## config.mk

```make
export PLATFORM = sky130hd
export DESIGN_NAME = parallel_command_port
export DESIGN_NICKNAME = d
export VERILOG_FILES = /design/src/parallel_command_port_pkg.sv /design/src/parallel_command_port.sv /design/src/pcp_line_ctrl.sv
export VERILOG_INCLUDE_DIRS = /design/src
export SDC_FILE = /design/constraint.sdc
export NUM_CORES = 1
export LEC_CHECK = 0
export ABC_AREA = 1
export BUFFER_PORTS_ARGS = -buffer_cell sky130_fd_sc_hd__buf_2
export CORE_MARGIN = 3
export CORE_UTILIZATION = 30
export CTS_CLUSTER_DIAMETER = 60
export DETAILED_ROUTE_END_ITERATION = 16
export GPL_ROUTABILITY_DRIVEN = 1
export HOLD_SLACK_MARGIN = 0.03
export SLEW_MARGIN = 15
export SYNTH_ARGS = -nofsm -noshare
export SYNTH_HDL_FRONTEND = slang
export SYNTH_SLANG_ARGS = --single-unit
```

## constraint.sdc

```tcl
create_clock -name pclk -period 1.87 [get_ports pclk]
set_clock_uncertainty 0.05 [all_clocks]
set_input_delay 0.561 -clock pclk [delete_from_list [all_inputs] [get_ports pclk]]
set_output_delay 0.561 -clock pclk [all_outputs]
set_load 0.005 [all_outputs]
```

## src/parallel_command_port_regs.svh

```systemverilog
// Register offsets, field positions, reset values and timing counts of the parallel command port
`ifndef PARALLEL_COMMAND_PORT_REGS_SVH
`define PARALLEL_COMMAND_PORT_REGS_SVH

// =====================================================================
// Register byte offsets
`define PCP_CTRL_OFS        12'h000
`define PCP_IN_STATUS_OFS   12'h004
`define PCP_FORCE_OUT_OFS   12'h008
`define PCP_SCENE_OFS       12'h00C
`define PCP_IRQ_STATUS_OFS  12'h010
`define PCP_IRQ_CLEAR_OFS   12'h014
`define PCP_IRQ_ENABLE_OFS  12'h018
`define PCP_RESULT_OFS      12'h01C

// =====================================================================
// Control register fields
`define PCP_CTRL_MULTI_BIT  0
`define PCP_CTRL_DIAG_BIT   1
`define PCP_CTRL_HSHK_BIT   2
`define PCP_CTRL_RESET      32'h0000_0000

// =====================================================================
// Force register fields: results in [15:0], then single outputs
`define PCP_FORCE_OR0_BIT   16
`define PCP_FORCE_OR1_BIT   17
`define PCP_FORCE_LINE0_RESULT_STROBE_BIT 18
`define PCP_FORCE_LINE1_RESULT_STROBE_BIT 19
`define PCP_FORCE_RDY0_BIT  20
`define PCP_FORCE_RDY1_BIT  21
`define PCP_FORCE_ERR_BIT   22

// =====================================================================
// Interrupt status bit positions
`define PCP_IRQ_MEAS_BIT    0
`define PCP_IRQ_SCENE_BIT   1
`define PCP_IRQ_GROUP_BIT   2
`define PCP_IRQ_CLEAR_BIT   3
`define PCP_IRQ_ERR_BIT     4

// =====================================================================
// Command timing: least setup of info before execute, in microseconds
`define PCP_CMD_SETUP_US    1000
`define PCP_CLK_MHZ         20
`define PCP_CMD_SETUP_CYC   (`PCP_CMD_SETUP_US * `PCP_CLK_MHZ)

`endif

```

## src/parallel_command_port_pkg.sv

```systemverilog
// Types shared by the parallel command port
package parallel_command_port_pkg;

    // Command field of the command bus
    typedef enum logic [1:0] {
        CMD_CONTINUOUS = 2'b00,
        CMD_SCENE      = 2'b01,
        CMD_CLEAR      = 2'b10,
        CMD_GROUP      = 2'b11
    } cmd_field_e;

    // Information codes for the clear command
    typedef enum logic [4:0] {
        CLR_VALUES = 5'h00,
        CLR_ERROR  = 5'h01,
        CLR_RESULT = 5'h02
    } clear_code_e;

endpackage

```

## src/parallel_command_port.sv

```systemverilog
// Parallel command and trigger port with APB register access
// Overview of operation
// RULE1 - Trigger edge starts exactly one measurement
// RULE2 - Receive-ready permits result presentation
// RULE3 - Host sets info before execute
// RULE4 - Command 00 measures continuously
// RULE5 - Command 01 selects scene number
// RULE6 - Command 11 selects scene group
// RULE7 - Clear 00000 clears stored values
// RULE8 - Clear 00001 clears error
// RULE9 - Clear 00010 clears result outputs
// RULE10 - Multi-line gives each line own signals
// RULE11 - Multi-line splits results eight plus eight
// RULE12 - Diagnostic mode forces every output; the code forces the line outputs, result_out and error_out, but not irq
// RULE13 - All input levels readable
// RULE14 - Bad command sets error output
// RULE15 - Sample command on execute edge
//
// Implementation choices: the APB interface to the registers and the placing of the registers.
`timescale 1ns/1ps

`include "parallel_command_port_regs.svh"

module parallel_command_port (
    // APB slave
    input  wire logic        pclk,
    input  wire logic        presetn,
    input  wire logic        psel,
    input  wire logic        penable,
    input  wire logic        pwrite,
    input  wire logic [11:0] paddr,
    input  wire logic [31:0] pwdata,
    output logic [31:0]      prdata,
    output logic             pready,
    output logic             pslverr,
    // External inputs
    input  wire logic        line0_trigger,
    input  wire logic        line1_trigger,
    input  wire logic        line0_rx_ready_in,
    input  wire logic        line1_rx_ready_in,
    input  wire logic [7:0]  cmd_in,
    // Measurement results supplied by the processing core
    input  wire logic [15:0] meas_result,
    input  wire logic        meas_ok0,
    input  wire logic        meas_ok1,
    // External outputs
    output logic             line0_result_strobe,
    output logic             line1_result_strobe,
    output logic             line0_overall_result,
    output logic             line1_overall_result,
    output logic             line0_accept_ready,
    output logic             line1_accept_ready,
    output logic [15:0]      result_out,
    output logic             error_out,
    // Core controls
    output logic             meas_start0,
    output logic             meas_start1,
    output logic             clear_values,
    output logic             irq
);

    // =================================================================
    // Declarations
    logic [2:0]  ctrl;          // Multi, diagnostic, handshake
    logic [2:0]  next_ctrl;
    logic [22:0] force_out;     // Forced output levels
    logic [22:0] next_force_out;
    logic [4:0]  scene;         // Current scene number
    logic [4:0]  next_scene;
    logic [4:0]  group;         // Current scene group
    logic [4:0]  next_group;
    logic [4:0]  irq_status;    // Sticky event bits
    logic [4:0]  next_irq_status;
    logic [4:0]  irq_enable;    // Interrupt enables
    logic [4:0]  next_irq_enable;
    logic [15:0] result;        // Held result bits
    logic [15:0] next_result;
    logic [1:0]  overall;       // Held overall results
    logic [1:0]  next_overall;
    logic        err;           // Error flag
    logic        next_err;
    logic        exec_q;        // Previous execute level
    logic        next_exec_q;
    logic [14:0] stable_cnt;    // Cycles the info bits stood still
    logic [14:0] next_stable_cnt;
    logic [6:0]  info_q;        // Info bits last cycle
    logic [6:0]  next_info_q;
    logic [31:0] next_prdata;
    logic        clear_pulse;   // Combinational one-cycle clear
    logic [4:0]  events;        // Events this cycle
    logic        wr_en;
    logic        rd_en;
    logic        addr_ok;
    logic        exec_edge;
    logic        cont_run;
    logic        multi;
    logic        diag;
    logic        strobe0;
    logic        strobe1;
    logic        rdy0;
    logic        rdy1;
    logic        cont0;
    logic        cont1;
    logic        sel_line1;

    localparam logic [14:0] SETUP_CYC = 15'(`PCP_CMD_SETUP_CYC);

    assign multi     = ctrl[`PCP_CTRL_MULTI_BIT];
    assign diag      = ctrl[`PCP_CTRL_DIAG_BIT];
    assign wr_en     = psel && penable && pwrite;
    // Read data is latched in the setup cycle so it stands through the access phase
    assign rd_en     = psel && !penable && !pwrite;
    // RULE15 rising edge of execute
    assign exec_edge = cmd_in[7] && !exec_q;
    // RULE4 continuous while command held
    assign cont_run  = cmd_in[7] &&
                       (parallel_command_port_pkg::cmd_field_e'(cmd_in[6:5]) ==
                        parallel_command_port_pkg::CMD_CONTINUOUS);
    // In multi-line mode bit 4 selects the line
    assign sel_line1 = multi && cmd_in[4];
    assign cont0     = cont_run && !sel_line1;
    assign cont1     = cont_run && sel_line1;

    // =================================================================
    // Address decode
    always_comb begin
        case (paddr)
            `PCP_CTRL_OFS, `PCP_IN_STATUS_OFS, `PCP_FORCE_OUT_OFS, `PCP_SCENE_OFS,
            `PCP_IRQ_STATUS_OFS, `PCP_IRQ_CLEAR_OFS, `PCP_IRQ_ENABLE_OFS,
            `PCP_RESULT_OFS: addr_ok = 1'b1;
            default:         addr_ok = 1'b0;
        endcase
    end

    // =================================================================
    // RULE10 two independent lines
    pcp_line_ctrl u_line0 (
        .pclk          (pclk),
        .presetn       (presetn),
        .trigger       (line0_trigger && !diag),
        .continuous    (cont0 && !diag),
        .rx_ready      (line0_rx_ready_in),
        .handshake     (ctrl[`PCP_CTRL_HSHK_BIT]),
        .meas_start    (meas_start0),
        .result_strobe (strobe0),
        .accept_ready  (rdy0)
    );

    pcp_line_ctrl u_line1 (
        .pclk          (pclk),
        .presetn       (presetn),
        .trigger       (line1_trigger && multi && !diag),
        .continuous    (cont1 && !diag),
        .rx_ready      (line1_rx_ready_in),
        .handshake     (ctrl[`PCP_CTRL_HSHK_BIT]),
        .meas_start    (meas_start1),
        .result_strobe (strobe1),
        .accept_ready  (rdy1)
    );

    // =================================================================
    // Command interpreter, results and registers
    always_comb begin
        next_ctrl       = ctrl;
        next_force_out  = force_out;
        next_scene      = scene;
        next_group      = group;
        next_irq_enable = irq_enable;
        next_result     = result;
        next_overall    = overall;
        next_err        = err;
        next_exec_q     = cmd_in[7];
        next_info_q     = cmd_in[6:0];
        clear_pulse     = 1'b0;
        events          = 5'h00;
        // Count how long the info bits stood still
        if (cmd_in[6:0] != info_q) begin
            next_stable_cnt = 15'h0000;
        end else if (stable_cnt != SETUP_CYC) begin
            next_stable_cnt = stable_cnt + 15'h0001;
        end else begin
            next_stable_cnt = stable_cnt;
        end
        // Capture new results from the lines
        if (strobe0) begin
            // RULE11 line 0 low byte or whole word
            if (multi) begin
                next_result[7:0] = meas_result[7:0];
            end else begin
                next_result = meas_result;
            end
            next_overall[0] = meas_ok0;
        end
        if (strobe1 && multi) begin
            // RULE11 line 1 high byte
            next_result[15:8] = meas_result[15:8];
            next_overall[1]   = meas_ok1;
        end
        events[`PCP_IRQ_MEAS_BIT] = meas_start0 || meas_start1;
        if (exec_edge && !diag) begin
            // RULE3 setup time checked, RULE14 error on short setup
            if (stable_cnt != SETUP_CYC) begin
                next_err = 1'b1;
                events[`PCP_IRQ_ERR_BIT] = 1'b1;
            end else begin
                case (parallel_command_port_pkg::cmd_field_e'(cmd_in[6:5]))
                    // RULE4 info bits ignored
                    parallel_command_port_pkg::CMD_CONTINUOUS: begin
                        next_err = err;
                    end
                    // RULE5 scene switch
                    parallel_command_port_pkg::CMD_SCENE: begin
                        next_scene = multi ? {1'b0, cmd_in[3:0]} : cmd_in[4:0];
                        events[`PCP_IRQ_SCENE_BIT] = 1'b1;
                    end
                    // RULE6 scene group switch
                    parallel_command_port_pkg::CMD_GROUP: begin
                        next_group = multi ? {1'b0, cmd_in[3:0]} : cmd_in[4:0];
                        events[`PCP_IRQ_GROUP_BIT] = 1'b1;
                    end
                    parallel_command_port_pkg::CMD_CLEAR: begin
                        events[`PCP_IRQ_CLEAR_BIT] = 1'b1;
                        case ({multi ? 1'b0 : cmd_in[4], cmd_in[3:0]})
                            // RULE7 clear stored values only
                            parallel_command_port_pkg::CLR_VALUES: clear_pulse = 1'b1;
                            // RULE8 clear error
                            parallel_command_port_pkg::CLR_ERROR: next_err = 1'b0;
                            // RULE9 clear result outputs
                            parallel_command_port_pkg::CLR_RESULT: begin
                                next_result  = 16'h0000;
                                next_overall = 2'h0;
                            end
                            // RULE14 unknown clear code
                            default: begin
                                next_err = 1'b1;
                                events[`PCP_IRQ_ERR_BIT] = 1'b1;
                            end
                        endcase
                    end
                    default: next_err = 1'b1;
                endcase
            end
        end
        // Register writes
        if (wr_en) begin
            case (paddr)
                `PCP_CTRL_OFS:       next_ctrl       = pwdata[2:0];
                `PCP_FORCE_OUT_OFS:  next_force_out  = pwdata[22:0];
                `PCP_IRQ_ENABLE_OFS: next_irq_enable = pwdata[4:0];
                default:             next_ctrl       = ctrl;
            endcase
        end
        // Sticky status: set wins over clear
        next_irq_status = irq_status;
        if (wr_en && (paddr == `PCP_IRQ_CLEAR_OFS)) begin
            next_irq_status = irq_status & ~pwdata[4:0];
        end
        next_irq_status = next_irq_status | events;
        // Read data
        next_prdata = 32'h0000_0000;
        if (rd_en) begin
            case (paddr)
                `PCP_CTRL_OFS:       next_prdata = {29'h0, ctrl};
                // RULE13 live input levels
                `PCP_IN_STATUS_OFS:  next_prdata = {20'h0, line1_rx_ready_in, line0_rx_ready_in,
                                                    line1_trigger, line0_trigger, cmd_in};
                `PCP_FORCE_OUT_OFS:  next_prdata = {9'h0, force_out};
                `PCP_SCENE_OFS:      next_prdata = {19'h0, group, 3'h0, scene};
                `PCP_IRQ_STATUS_OFS: next_prdata = {27'h0, irq_status};
                `PCP_IRQ_ENABLE_OFS: next_prdata = {27'h0, irq_enable};
                `PCP_RESULT_OFS:     next_prdata = {13'h0, err, overall, result};
                default:             next_prdata = 32'h0000_0000;
            endcase
        end
    end

    // Register all state
    always_ff @(posedge pclk or negedge presetn) begin
        if (!presetn) begin
            ctrl       <= 3'h0;
            force_out  <= 23'h000000;
            scene      <= 5'h00;
            group      <= 5'h00;
            irq_status <= 5'h00;
            irq_enable <= 5'h00;
            result     <= 16'h0000;
            overall    <= 2'h0;
            err        <= 1'b0;
            exec_q     <= 1'b0;
            stable_cnt <= 15'h0000;
            info_q     <= 7'h00;
            prdata     <= 32'h0000_0000;
            clear_values <= 1'b0;
        end else begin
            ctrl       <= next_ctrl;
            force_out  <= next_force_out;
            scene      <= next_scene;
            group      <= next_group;
            irq_status <= next_irq_status;
            irq_enable <= next_irq_enable;
            result     <= next_result;
            overall    <= next_overall;
            err        <= next_err;
            exec_q     <= next_exec_q;
            stable_cnt <= next_stable_cnt;
            info_q     <= next_info_q;
            prdata     <= next_prdata;
            clear_values <= clear_pulse;
        end
    end

    // =================================================================
    // Outputs: RULE12 diagnostic mode forces the line outputs, result_out and error_out; irq and the APB response are not forced
    assign result_out           = diag ? force_out[15:0] : result;
    assign line0_overall_result = diag ? force_out[`PCP_FORCE_OR0_BIT] : overall[0];
    assign line1_overall_result = diag ? force_out[`PCP_FORCE_OR1_BIT] : (multi && overall[1]);
    assign line0_result_strobe  = diag ? force_out[`PCP_FORCE_LINE0_RESULT_STROBE_BIT] : strobe0;
    assign line1_result_strobe  = diag ? force_out[`PCP_FORCE_LINE1_RESULT_STROBE_BIT] : (multi && strobe1);
    assign line0_accept_ready   = diag ? force_out[`PCP_FORCE_RDY0_BIT] : rdy0;
    assign line1_accept_ready   = diag ? force_out[`PCP_FORCE_RDY1_BIT] : (multi && rdy1);
    assign error_out            = diag ? force_out[`PCP_FORCE_ERR_BIT] : err;
    assign irq                  = |(irq_status & irq_enable);
    assign pready               = 1'b1;
    assign pslverr              = psel && penable && !addr_ok;

    // =================================================================
    // Checks
    a_exec_once: assert property (@(posedge pclk) disable iff (!presetn) // RULE15
        !(exec_edge && !diag) |=> ($stable(scene) && $stable(group)))
        else $error("command acted without execute edge");

    a_clr_err: assert property (@(posedge pclk) disable iff (!presetn) // RULE8
        (exec_edge && !diag && stable_cnt == SETUP_CYC && !multi && cmd_in[6:0] == 7'h41) |=> !err)
        else $error("error not cleared");

    a_short_setup: assert property (@(posedge pclk) disable iff (!presetn) // RULE14
        (exec_edge && !diag && stable_cnt != SETUP_CYC) |=> err)
        else $error("short setup not flagged");

    a_clr_result: assert property (@(posedge pclk) disable iff (!presetn) // RULE9
        (exec_edge && !diag && stable_cnt == SETUP_CYC && !multi && cmd_in[6:0] == 7'h42
         && !strobe0) |=> (result == 16'h0000))
        else $error("results not cleared");

    a_clr_values: assert property (@(posedge pclk) disable iff (!presetn) // RULE7
        (clear_pulse && !strobe0 && !strobe1) |=> (clear_values && $stable(overall) && $stable(result)))
        else $error("value clear disturbed results");

    a_scene_set: assert property (@(posedge pclk) disable iff (!presetn) // RULE5
        (exec_edge && !diag && !multi && stable_cnt == SETUP_CYC && cmd_in[6:5] == 2'b01)
        |=> scene == $past(cmd_in[4:0]))
        else $error("scene not taken");

    a_group_set: assert property (@(posedge pclk) disable iff (!presetn) // RULE6
        (exec_edge && !diag && !multi && stable_cnt == SETUP_CYC && cmd_in[6:5] == 2'b11)
        |=> group == $past(cmd_in[4:0]))
        else $error("group not taken");

    a_cont_meas: assert property (@(posedge pclk) disable iff (!presetn) // RULE4
        (cont0 && !diag) |-> meas_start0)
        else $error("continuous measure missing");

    a_diag_force: assert property (@(posedge pclk) disable iff (!presetn) // RULE12
        diag |-> (result_out == force_out[15:0] && error_out == force_out[`PCP_FORCE_ERR_BIT]))
        else $error("diagnostic force not shown");

    a_one_line: assert property (@(posedge pclk) disable iff (!presetn) // RULE11
        (!multi && !diag) |-> !line1_result_strobe)
        else $error("line 1 active in single mode");

endmodule

```

## src/pcp_line_ctrl.sv

```systemverilog
// One measurement line: trigger edge, result strobe and accept-ready handling
`timescale 1ns/1ps

module pcp_line_ctrl (
    // Clock and reset
    input  wire logic pclk,
    input  wire logic presetn,
    // Line inputs
    input  wire logic trigger,        // Measurement trigger level
    input  wire logic continuous,     // Continuous measurement request
    input  wire logic rx_ready,       // Receive-ready from external party
    input  wire logic handshake,      // Handshake output control selected
    // Line outputs
    output logic      meas_start,     // Measurement start: one cycle per trigger edge, every cycle while continuous
    output logic      result_strobe,  // Result valid strobe
    output logic      accept_ready    // Line accepts a new trigger
);

    logic trig_q;          // Previous trigger level
    logic next_trig_q;
    logic strobe;          // Registered result strobe
    logic next_strobe;
    logic pend;            // Result waiting for permission
    logic next_pend;

    // =================================================================
    // Next state of the line
    always_comb begin
        next_trig_q = trigger;
        next_strobe = 1'b0;
        next_pend   = pend;
        meas_start  = (trigger && !trig_q) || continuous;
        // RULE1 one start per edge
        if (meas_start) begin
            next_pend = 1'b1;
        end
        // RULE2 handshake permission gate
        if (pend && (!handshake || rx_ready)) begin
            next_strobe = 1'b1;
            next_pend   = meas_start;
        end
    end

    // Register the line state
    always_ff @(posedge pclk or negedge presetn) begin
        if (!presetn) begin
            trig_q <= 1'b0;
            strobe <= 1'b0;
            pend   <= 1'b0;
        end else begin
            trig_q <= next_trig_q;
            strobe <= next_strobe;
            pend   <= next_pend;
        end
    end

    assign result_strobe = strobe;
    assign accept_ready  = !pend;

    // RULE1 trigger edge gives start
    a_trig_start: assert property (@(posedge pclk) disable iff (!presetn) // RULE1
        (trigger && !$past(trigger)) |-> meas_start)
        else $error("trigger edge gave no start");

    // RULE2 no strobe without permission
    a_hshk_gate: assert property (@(posedge pclk) disable iff (!presetn) // RULE2
        $rose(strobe) |-> $past(!handshake || rx_ready))
        else $error("result shown without receive ready");

endmodule

```

==> results.ini, run 1 <==
[setup_path]
rr_worst_depth=9
endpoint=meas_start1
critical_path.top_delay_family=flip-flops
end_kind=output pin
critical_path_class=flip-flop to output pin
critPathRequiredTime_ns=1.26
crit_start=ctrl[1]
path_cells=inv_4 > nand2_4 > nor2_2 > a32oi_2 > inv_1 > buf_2
critPathMaxStageDelay_ns=0.47
path_buf_inv=3
path_depth=6
setup.reg_to_reg.worst_slack_ns=0.01
worstReg2RegStart=ctrl[1]
worstPathArrival_ns=1.51
r2r-end=overall[1]
cp_slowest_cell=dfrtp_2
startpoint_type=flip-flop
worst-path-max-fanout=5

[final_layout]
area_delta_synth_final_pct=42.12
nets=1049
multi_input_area_um2=2716
final_area_um2=8528
fillers=1951
final_cells=1247
seq_area_um2=2955
layout-drive-gt1-share_pct=32.93

[floorplan]
rows=51
core-area_um2=19530
chipHeight_um=147.4
die_w_um=147.4
design.die.area_um2=21740
io_pins=140
initial_utilization_pct=30.73

[placement]
port-buffer-count=120
gp_congestion=0.8269
dp_hpwl_mm=13.39
dpl_worst_slack_ns=-0.1999
post-place-cells=1187
place_area_um2=7331

[synthesis]
yosys_warnings=0
synthTopCellsByCount=188 x nand2_1, 118 x dfrtp_1, 98 x nor2_1
yosysMostFrequentCell=nand2_1
postSynthAreaPerCell_um2=7.793
synth_edf_count=0
synth_cells=770
synth_area_um2=6001
ys_seq_area_share_pct=49.21
ys.flop_type=dfrtp_1
synth_top_cell_by_area=dfrtp_1
synth_top_area_share_pct=49.21
yosys-top-cells-area=dfrtp_1 49%, nand2_1 12%, nor2_1 6.1%, inv_1 5.6%, o21ai_0 5.4%
synth-seq-cells=118
ys_async_sr_fraction_pct=100.0
synth_cell_types=40

[timing]
worst_slack_ns=-0.2552
max_freq_ghz=0.4705
fin_setup_tns_ns=-4.859
final_max_slew_viol_count=0
finalCritPeriodShare_pct=113.6
period_minus_slack_ns=2.125
setup_viol=26
hold_viol=0
grt_setup_unrepaired=yes

[grt]
overflow=0
grtUsageTotal_pct=17.15
first_global_vias=5582
antenna_found_initial=1
grt_pass1_wl_mm=29.15
grt_max_degree=36

[clocking]
cts_tree=built
cts-buffers-inserted=17
htree_num_levels=4
cts-root-buf=clkbuf_16
clockBufferDepth=2
clkSlewWorstSetupHoldPaths_ns=0.06
insertion_delay_ns=0.41
cts_sinks=118

[pwr]
power_density_nw_per_um2=819.7
finalPower_mw=6.990
ir_drop_uv=439.1
leakagePower_nw=4.344

[route]
drt-vias-per-instance=4.621
antenna_left=0
wl_mm=19.09
route.detailed.drc=0
drtIter0Drc=427
firstDrtPassIters=5
detail_route.wl_per_cell_um=15.30
via_count=5763

[run_status]
violations=setup timing
status=complete, but fails checks

[min_path]
hp-start=cmd_in[7]
hold_path.class=input port to flip-flop

[flow_run]
cap_viol_max_count=0

-- what timing repair did --
action	4_1_cts	5_1_grt
pin swaps	21	9
endpoints found under the setup margin	27	57
cloned	4	1
hold endpoints to repair	18	0
resized for setup	71	33
hold buffers	1	0
setup buffers	12	10
-- sequential cells by signal, indices dropped and copies added (netlist names) --
signal and flops:
clear_values 1, ctrl 3, err 1, exec_q 1, force_out 23, group 5, info_q 7, irq_enable 5
irq_status 5, overall 2, prdata 23, result 16, scene 5, stable_cnt 15, u_line0.pend 1, u_line0.result_strobe 1
u_line0.trig_q 1, u_line1.pend 1, u_line1.result_strobe 1, u_line1.trig_q 1
-- per-layer routing --
layer	vias to the layer above	part of all wire, %	global-route usage (%)
met4	0	2.1	6.337
met1	2693	45	22.68
met2	188	47	27.21
li1	2852	-	-
met5	-	0	0
met3	30	6.3	4.506
-- worst min-delay path by stage --
| stage | depth (start not counted) | end | slack, ns |
|---|---|---|---|
| global route | 1 | exec_q | 0.25 |
| CTS | 1 | exec_q | 0.25 |
| detailed placement | 2 | group[1] | 0.42 |
| global placement | 2 | group[4] | 0.41 |
| floorplan | 0 | clear_values | 0.22 |
| finish | 1 | exec_q | 0.26 |
-- kinds of logic after synthesis --
group	share of synthesized area, %
adder cells (fa/ha/maj)	0.4169
other	0.1252
AO/OA/AOI/OAI	8.570
XOR/XNOR	1.460
buffers and inverters	9.862
flip-flops	49.21
AND/OR/NAND/NOR	30.36
-- power breakdown --
group / total, mW / internal (mW) / switching (mW)
combinational: 0.823 / 0.347 / 0.476
sequential: 2.70 / 2.66 / 0.0432
clock: 3.47 / 2.24 / 1.23
total: 6.99 / 5.24 / 1.75
-- cells in the final DEF, fill, tap and decap left out, types with 16 or more instances in the layout --
cell       count
a21oi_1       19
buf_2        119
buf_4         67
clkbuf_16     18
dfrtp_1      116
inv_1         88
nand2_1      165
nand2_2       22
nand3_1       37
nand4_1       35
nor2_1        95
nor3_1        19
o21ai_0       44
o21ai_2       16
-- stage by stage --
step / utilization (%) / hold WS (ns)
finish: 43.68 / 0.2634
floorplan: - / 0.2154
global placement: 37.54 / 0.4119
global route: 43.68 / 0.2474
detailed placement: 37.54 / 0.4179
CTS: 42.69 / 0.2519
-- area by class of cell --
class / count / share of cell area (%)
repair buffers: 210 / 17.94
flip-flops and latches: 118 / 34.65
clock inverters: 14 / 2.333
inverters: 95 / 4.269
diodes: 1 / 0.02934
multi-input cells: 526 / 31.85
clock buffers: 18 / 5.032
well taps: 265 / 3.888
Note: power is estimated with default switching activity, not from simulation.
==> inputs of run 2 (changes only) <==
--- a/config.mk
+++ b/config.mk
@@ -17,4 +17,5 @@
 export SLEW_MARGIN = 15
 export SYNTH_ARGS = -nofsm -noshare
 export SYNTH_HDL_FRONTEND = slang
+export SYNTH_HIERARCHICAL = 1
 export SYNTH_SLANG_ARGS = --single-unit
==> constraint.sdc (replaced) <==
create_clock -name pclk -period 1.87 [get_ports pclk]
set_clock_uncertainty 0.05 [all_clocks]
set_input_delay 0.561 -clock pclk [delete_from_list [all_inputs] [get_ports pclk]]
set_output_delay 0.561 -clock pclk [all_outputs]
set_load 0.02 [all_outputs]
==> run 2 against run 1 <==
The flow still finishes with violations (setup timing); sequential share of layout area rose by 1.4 points; clock-buffer cell count rose by 3; area after synthesis fell by 1.0%; non-clock buffer count is 10 lower; register-to-register slack got worse by 0.13 ns; die area decreased by 0.98%; via count shrank 2.2%; sequential power decreased by 1%; highest routed layer unchanged.
==> results.ini, run 2 <==
[pwr]
p_sw_mw=1.649
ir_drop_uv=513.5
clockPowerShare_pct=49.9
sequentialPowerShare_pct=40.2
switching_share_pct=24.90
leakagePower_nw=4.185
power_density_nw_per_um2=808.0
p_int_mw=4.973
p_comb_share_pct=10.0

[synthesis]
yosys_warnings=6
synth_top_area_share_pct=49.72
ys_seq_area_share_pct=49.72
synth_top_cell_by_area=dfrtp_1
yosysMostFrequentCell=nand2_1
synth_mux_area_share_pct=0
ys.flop_type=dfrtp_1
synth-seq-cells=118
synth_edf_count=0
synthTopCellsByCount=216 x nand2_1, 118 x dfrtp_1, 93 x nor2_1
synth_top_family_by_area=simple AND/OR/NAND/NOR gates
synth_compound_area_share_pct=8.405
postSynthAreaPerCell_um2=7.744
synth_cell_types=32
yosys.area_share.simple_pct=30.63
synthAdderAreaFrac_pct=0.4213
ys_async_sr_fraction_pct=100.0
yosys-top-cells-area=dfrtp_1 50%, nand2_1 14%, nor2_1 5.9%, inv_1 5.4%, o21ai_0 4.4%
synth_xor_area_share_pct=1.180
synth_cells=767
synth_area_um2=5939

[run_status]
status=complete, but fails checks
violations=setup timing

[setup_path]
path_cells=buf_12 > o31ai_4 > buf_6
end_kind=output pin
rr_worst_depth=13
r2r-end=u_line1/pend
critPathRequiredTime_ns=1.26
critical_path_class=flip-flop to output pin
critPathMaxStageDelay_ns=0.49
worst-path-max-fanout=28
worstReg2RegStart=ctrl[1]
worstPathArrival_ns=1.53
cp_slowest_cell=dfrtp_2
startpoint_type=flip-flop
setup.reg_to_reg.worst_slack_ns=-0.12

[floorplan]
design.die.area_um2=21520
die_w_um=146.7
io_pins=140
initial_utilization_pct=31.13
core-area_um2=19080
chipHeight_um=146.7
rows=50

[min_path]
hold_path.class=input port to flip-flop
hp-start=cmd_in[3]
whs_endpoint=info_q[3]
hold_depth=1

[final_layout]
area_delta_synth_final_pct=38.00
layout-drive-gt1-share_pct=28.51
fillers=1927
nets=1036
reg_top3=force_out x23, prdata x23, result x16
layout_common_cells=211 x nand2_1, 116 x dfrtp_1, 100 x buf_2, 90 x nor2_1, 83 x inv_1
final_common_cell=nand2_1
final_cells=1229

[route]
firstDrtPassIters=5
via_count=5637
wl_mm=18.36
antenna_left=0
drtIter0Drc=428
detail_route.wl_per_cell_um=14.94
route.detailed.drc=0
drt-vias-per-instance=4.587

[timing]
finalCritPeriodShare_pct=114.4
period_minus_slack_ns=2.140
max_freq_ghz=0.4673
final_max_slew_viol_count=0
grt_setup_unrepaired=yes
setup_viol=27
worst_slack_ns=-0.2698
holdWs_ns=0.2861
hold_viol=0

[placement]
dpl_worst_slack_ns=-0.1614
dp_hpwl_mm=13.11
post-place-cells=1169
gp_congestion=0.8976
port-buffer-count=120

[clocking]
insertion_delay_ns=0.42
clockBufferDepth=2
htree_num_levels=4
cts_tree=built
cts_sinks=118
cts-root-buf=clkbuf_16
clkSlewWorstSetupHoldPaths_ns=0.05
cts-buffers-inserted=17

[grt]
grt_max_degree=55
overflow=0
grt_pass1_wl_mm=29.19
antenna_found_initial=1
first_global_vias=5498
grtUsageTotal_pct=17.20

[flow_run]
cap_viol_max_count=0

## run 2: through the flow
stage               cell area (um^2)  total power [mW]  utilization (%)   TNS, ns
floorplan                       5977             3.012                -  -0.01278
global placement                7174             3.308            37.60    -2.921
detailed placement              7174             3.314            37.60    -2.896
CTS                             8050             6.654            42.19    -5.516
global route                    8197             6.884            42.96    -7.061
finish                          8197             6.623            42.96    -5.238
## run 2: per-layer routing
layer	GRT usage [%]	share of wire (%)	vias up
met4	5.174	1.7	0
li1	-	-	2800
met2	26.71	47	184
met1	23.83	46	2629
met3	4.226	6.0	24
met5	0	0	-
## run 2: area by class of cell
class / instances / area [um^2] / area share (%)
well taps: 260 / 325.3 / 3.969
repair buffers: 200 / 1441 / 17.59
clock inverters: 11 / 122.6 / 1.496
inverters: 90 / 340.3 / 4.152
multi-input cells: 528 / 2529 / 30.85
flip-flops and latches: 118 / 2955 / 36.06
diodes: 1 / 2.502 / 0.03053
clock buffers: 21 / 480.5 / 5.862
## run 2: worst max-delay path by stage
| stage | from | endpoint | cells after the start |
|---|---|---|---|
| after floorplan | ctrl[1] | result_out[12] | 3 |
| after global placement | cmd_in[6] | meas_start0 | 7 |
| after detailed placement | paddr[1] | pslverr | 6 |
| after CTS | ctrl[1] | meas_start1 | 5 |
| after global routing | ctrl[1] | meas_start1 | 5 |
| final | ctrl[1] | line1_overall_result | 3 |
## run 2: cell families after synthesis
group / Yosys count
compound gates: 92
xor+xnor: 8
fa+ha+maj: 2
buf+inv: 129
flops: 118
other cells: 2
simple gates: 416
## run 2: power by group through the flow
stage                     clock network (mW)  registers (mW)  logic (mW)
after global routing                    3.49            2.67       0.732
after CTS                               3.35            2.66       0.649
after detailed placement                   0            2.70       0.609
after global placement                     0            2.70       0.606
after floorplan                            0            2.69       0.320
final                                   3.30            2.66       0.661
## run 2: timing repair
item                                    CTS  global route
endpoints found under the hold margin    14             0
pin swaps                                 7             4
endpoints found under the setup margin   27            30
hold buffers                              1             0
gates resized for setup                  40            34
buffers inserted                         18             8
## run 2: critical path, delay by kind of cell (launching register included)
family / cells / cell delay (ns)
buf+inv: 2 / 0.35
flops: 1 / 0.49
compound gates: 1 / 0.26
==> inputs of run 3 (changes only) <==
--- a/config.mk
+++ b/config.mk
@@ -10,6 +10,7 @@
 export BUFFER_PORTS_ARGS = -buffer_cell sky130_fd_sc_hd__buf_2
 export CORE_MARGIN = 3
 export CORE_UTILIZATION = 30
+export CTS_BUF_LIST = sky130_fd_sc_hd__clkbuf_4
 export CTS_CLUSTER_DIAMETER = 60
 export DETAILED_ROUTE_END_ITERATION = 16
 export GPL_ROUTABILITY_DRIVEN = 1
==> run 3 against run 2 <==
The run still ends with setup timing left; worst hold slack lost 0.12 ns; utilization shrank 1.2 points; fmax shrank 5.4%; largest power group is now registers.
==> results.ini, run 3 (synthesized netlist as in run 2, its figures left out) <==
[run_status]
status=complete, but fails checks
violations=setup timing

[timing]
hold_viol=0
worst_slack_ns=-0.3920
final_max_slew_viol_count=0
period_minus_slack_ns=2.262
max_freq_ghz=0.4421
grt_setup_unrepaired=yes
setup_viol=27
fin_setup_tns_ns=-8.938
finalCritPeriodShare_pct=121.0

[placement]
dpl_worst_slack_ns=-0.1614
port-buffer-count=120
gp_congestion=0.8976
dp_hpwl_mm=13.11
place_area_um2=7174

[floorplan]
core-area_um2=19080
chipHeight_um=146.7
rows=50
design.die.area_um2=21520
die_w_um=146.7
initial_utilization_pct=31.13
io_pins=140

[setup_path]
path_buf_inv=3
critPathRequiredTime_ns=1.26
critPathMaxStageDelay_ns=0.43
path_cells=clkbuf_4 > inv_2 > nand3_1 > o21ai_1 > buf_4
end_kind=output pin
worstPathArrival_ns=1.65
worst-path-max-fanout=5
critical_path.top_delay_family=buffers and inverters
critical_path_class=flip-flop to output pin
cp_slowest_cell=dfrtp_2
startpoint_type=flip-flop

[grt]
grt_pass1_wl_mm=28.84
overflow=0
first_global_vias=5466
antenna_found_initial=2
grtUsageTotal_pct=16.99
grt_max_degree=55

[pwr]
finalPower_mw=5.152
power_density_nw_per_um2=646.9
ir_drop_uv=431.9
leakagePower_nw=4.051

[route]
wl_mm=18.43
firstDrtPassIters=5
drt-vias-per-instance=4.578
detail_route.wl_per_cell_um=15.02
route.detailed.drc=0
antenna_left=0
via_count=5617
drtIter0Drc=415

[final_layout]
layout-drive-gt1-share_pct=29.43
final_area_um2=7964
final_common_cell=nand2_1
layout_common_cells=207 x nand2_1, 116 x dfrtp_1, 97 x buf_2, 90 x nor2_1, 82 x inv_1
nets=1033
reg_top3=force_out x23, prdata x23, result x16
area_delta_synth_final_pct=34.08

[clocking]
cts-buffers-inserted=17
cts-root-buf=clkbuf_4
clkSlewWorstSetupHoldPaths_ns=0.11
cts_tree=built
htree_num_levels=4
insertion_delay_ns=0.53
cts_sinks=118
clockBufferDepth=2

[flow_run]
cap_viol_max_count=0

[min_path]
hold_path.class=input port to flip-flop

run 3: cell types whose count changed in the layout (fill, tap and decap cells not counted), sizes merged:
cell / before / now
clkinv: 7 / 11
buf: 199 / 194
clkbuf: 21 / 19
diode: 1 / 2
run 3: stage by stage:
step                utilization [%]  hold slack [ns]  cells
floorplan                         -           0.2154    775
global placement              37.60           0.4040   1169
detailed placement            37.60           0.4034   1169
CTS                           40.20           0.1237   1218
global route                  41.74           0.1005   1227
finish                        41.74           0.1617   1227
run 3: area by class of cell:
class | instances | area, um^2
Inverter | 90 | 337.8
Clock buffer | 17 | 127.6
Timing Repair Buffer | 197 | 1448
Antenna cell | 2 | 5.005
Sequential cell | 118 | 2955
Clock inverter | 15 | 137.6
Fill cell | 1954 | 11120
Multi-Input combinational cell | 528 | 2628
Tap cell | 260 | 325.3
run 3: worst register-to-register path: cells and delay by family (launching register included):
| family | cells | cell delay, ns |
|---|---|---|
| buf+inv | 12 | 1.26 |
| flops | 1 | 0.43 |
| simple gates | 2 | 0.21 |
run 3: worst paths after layout:
kind,startpoint,endpoint,slack [ns],cells after the start
setup / recovery,ctrl[1],line1_accept_ready,-0.39,5
hold / removal,cmd_in[3],info_q[3],0.16,1
setup reg to reg,ctrl[1],u_line1/pend,-0.17,14
hold reg to reg,group[1],group[1],0.45,2
max in group asynchronous,presetn,ctrl[0],0.81,3
min in group asynchronous,presetn,stable_cnt[12],0.39,2
run 3: layer usage:
layer	global-route usage [%]	wire length (um)
met2	26.14	8510
met3	4.411	1010
met4	5.127	331
met5	0	0
met1	23.58	8579
run 3: repair_timing:
action | CTS | global route
buffers inserted | 16 | 12
pin swaps | 4 | 6
gates resized for setup | 37 | 69
cloned | 0 | 2
setup endpoints to repair | 27 | 30
hold buffers | 1 | 0
hold endpoints to repair | 14 | 0
run 3: where the power goes:
group          internal [mW]  total (mW)  leakage, nW  switching (mW)
logic                  0.277       0.706         2.33           0.429
registers               2.62        2.66         1.57          0.0389
clock network          0.774        1.79        0.145            1.02
total                   3.67        5.15         4.05            1.49
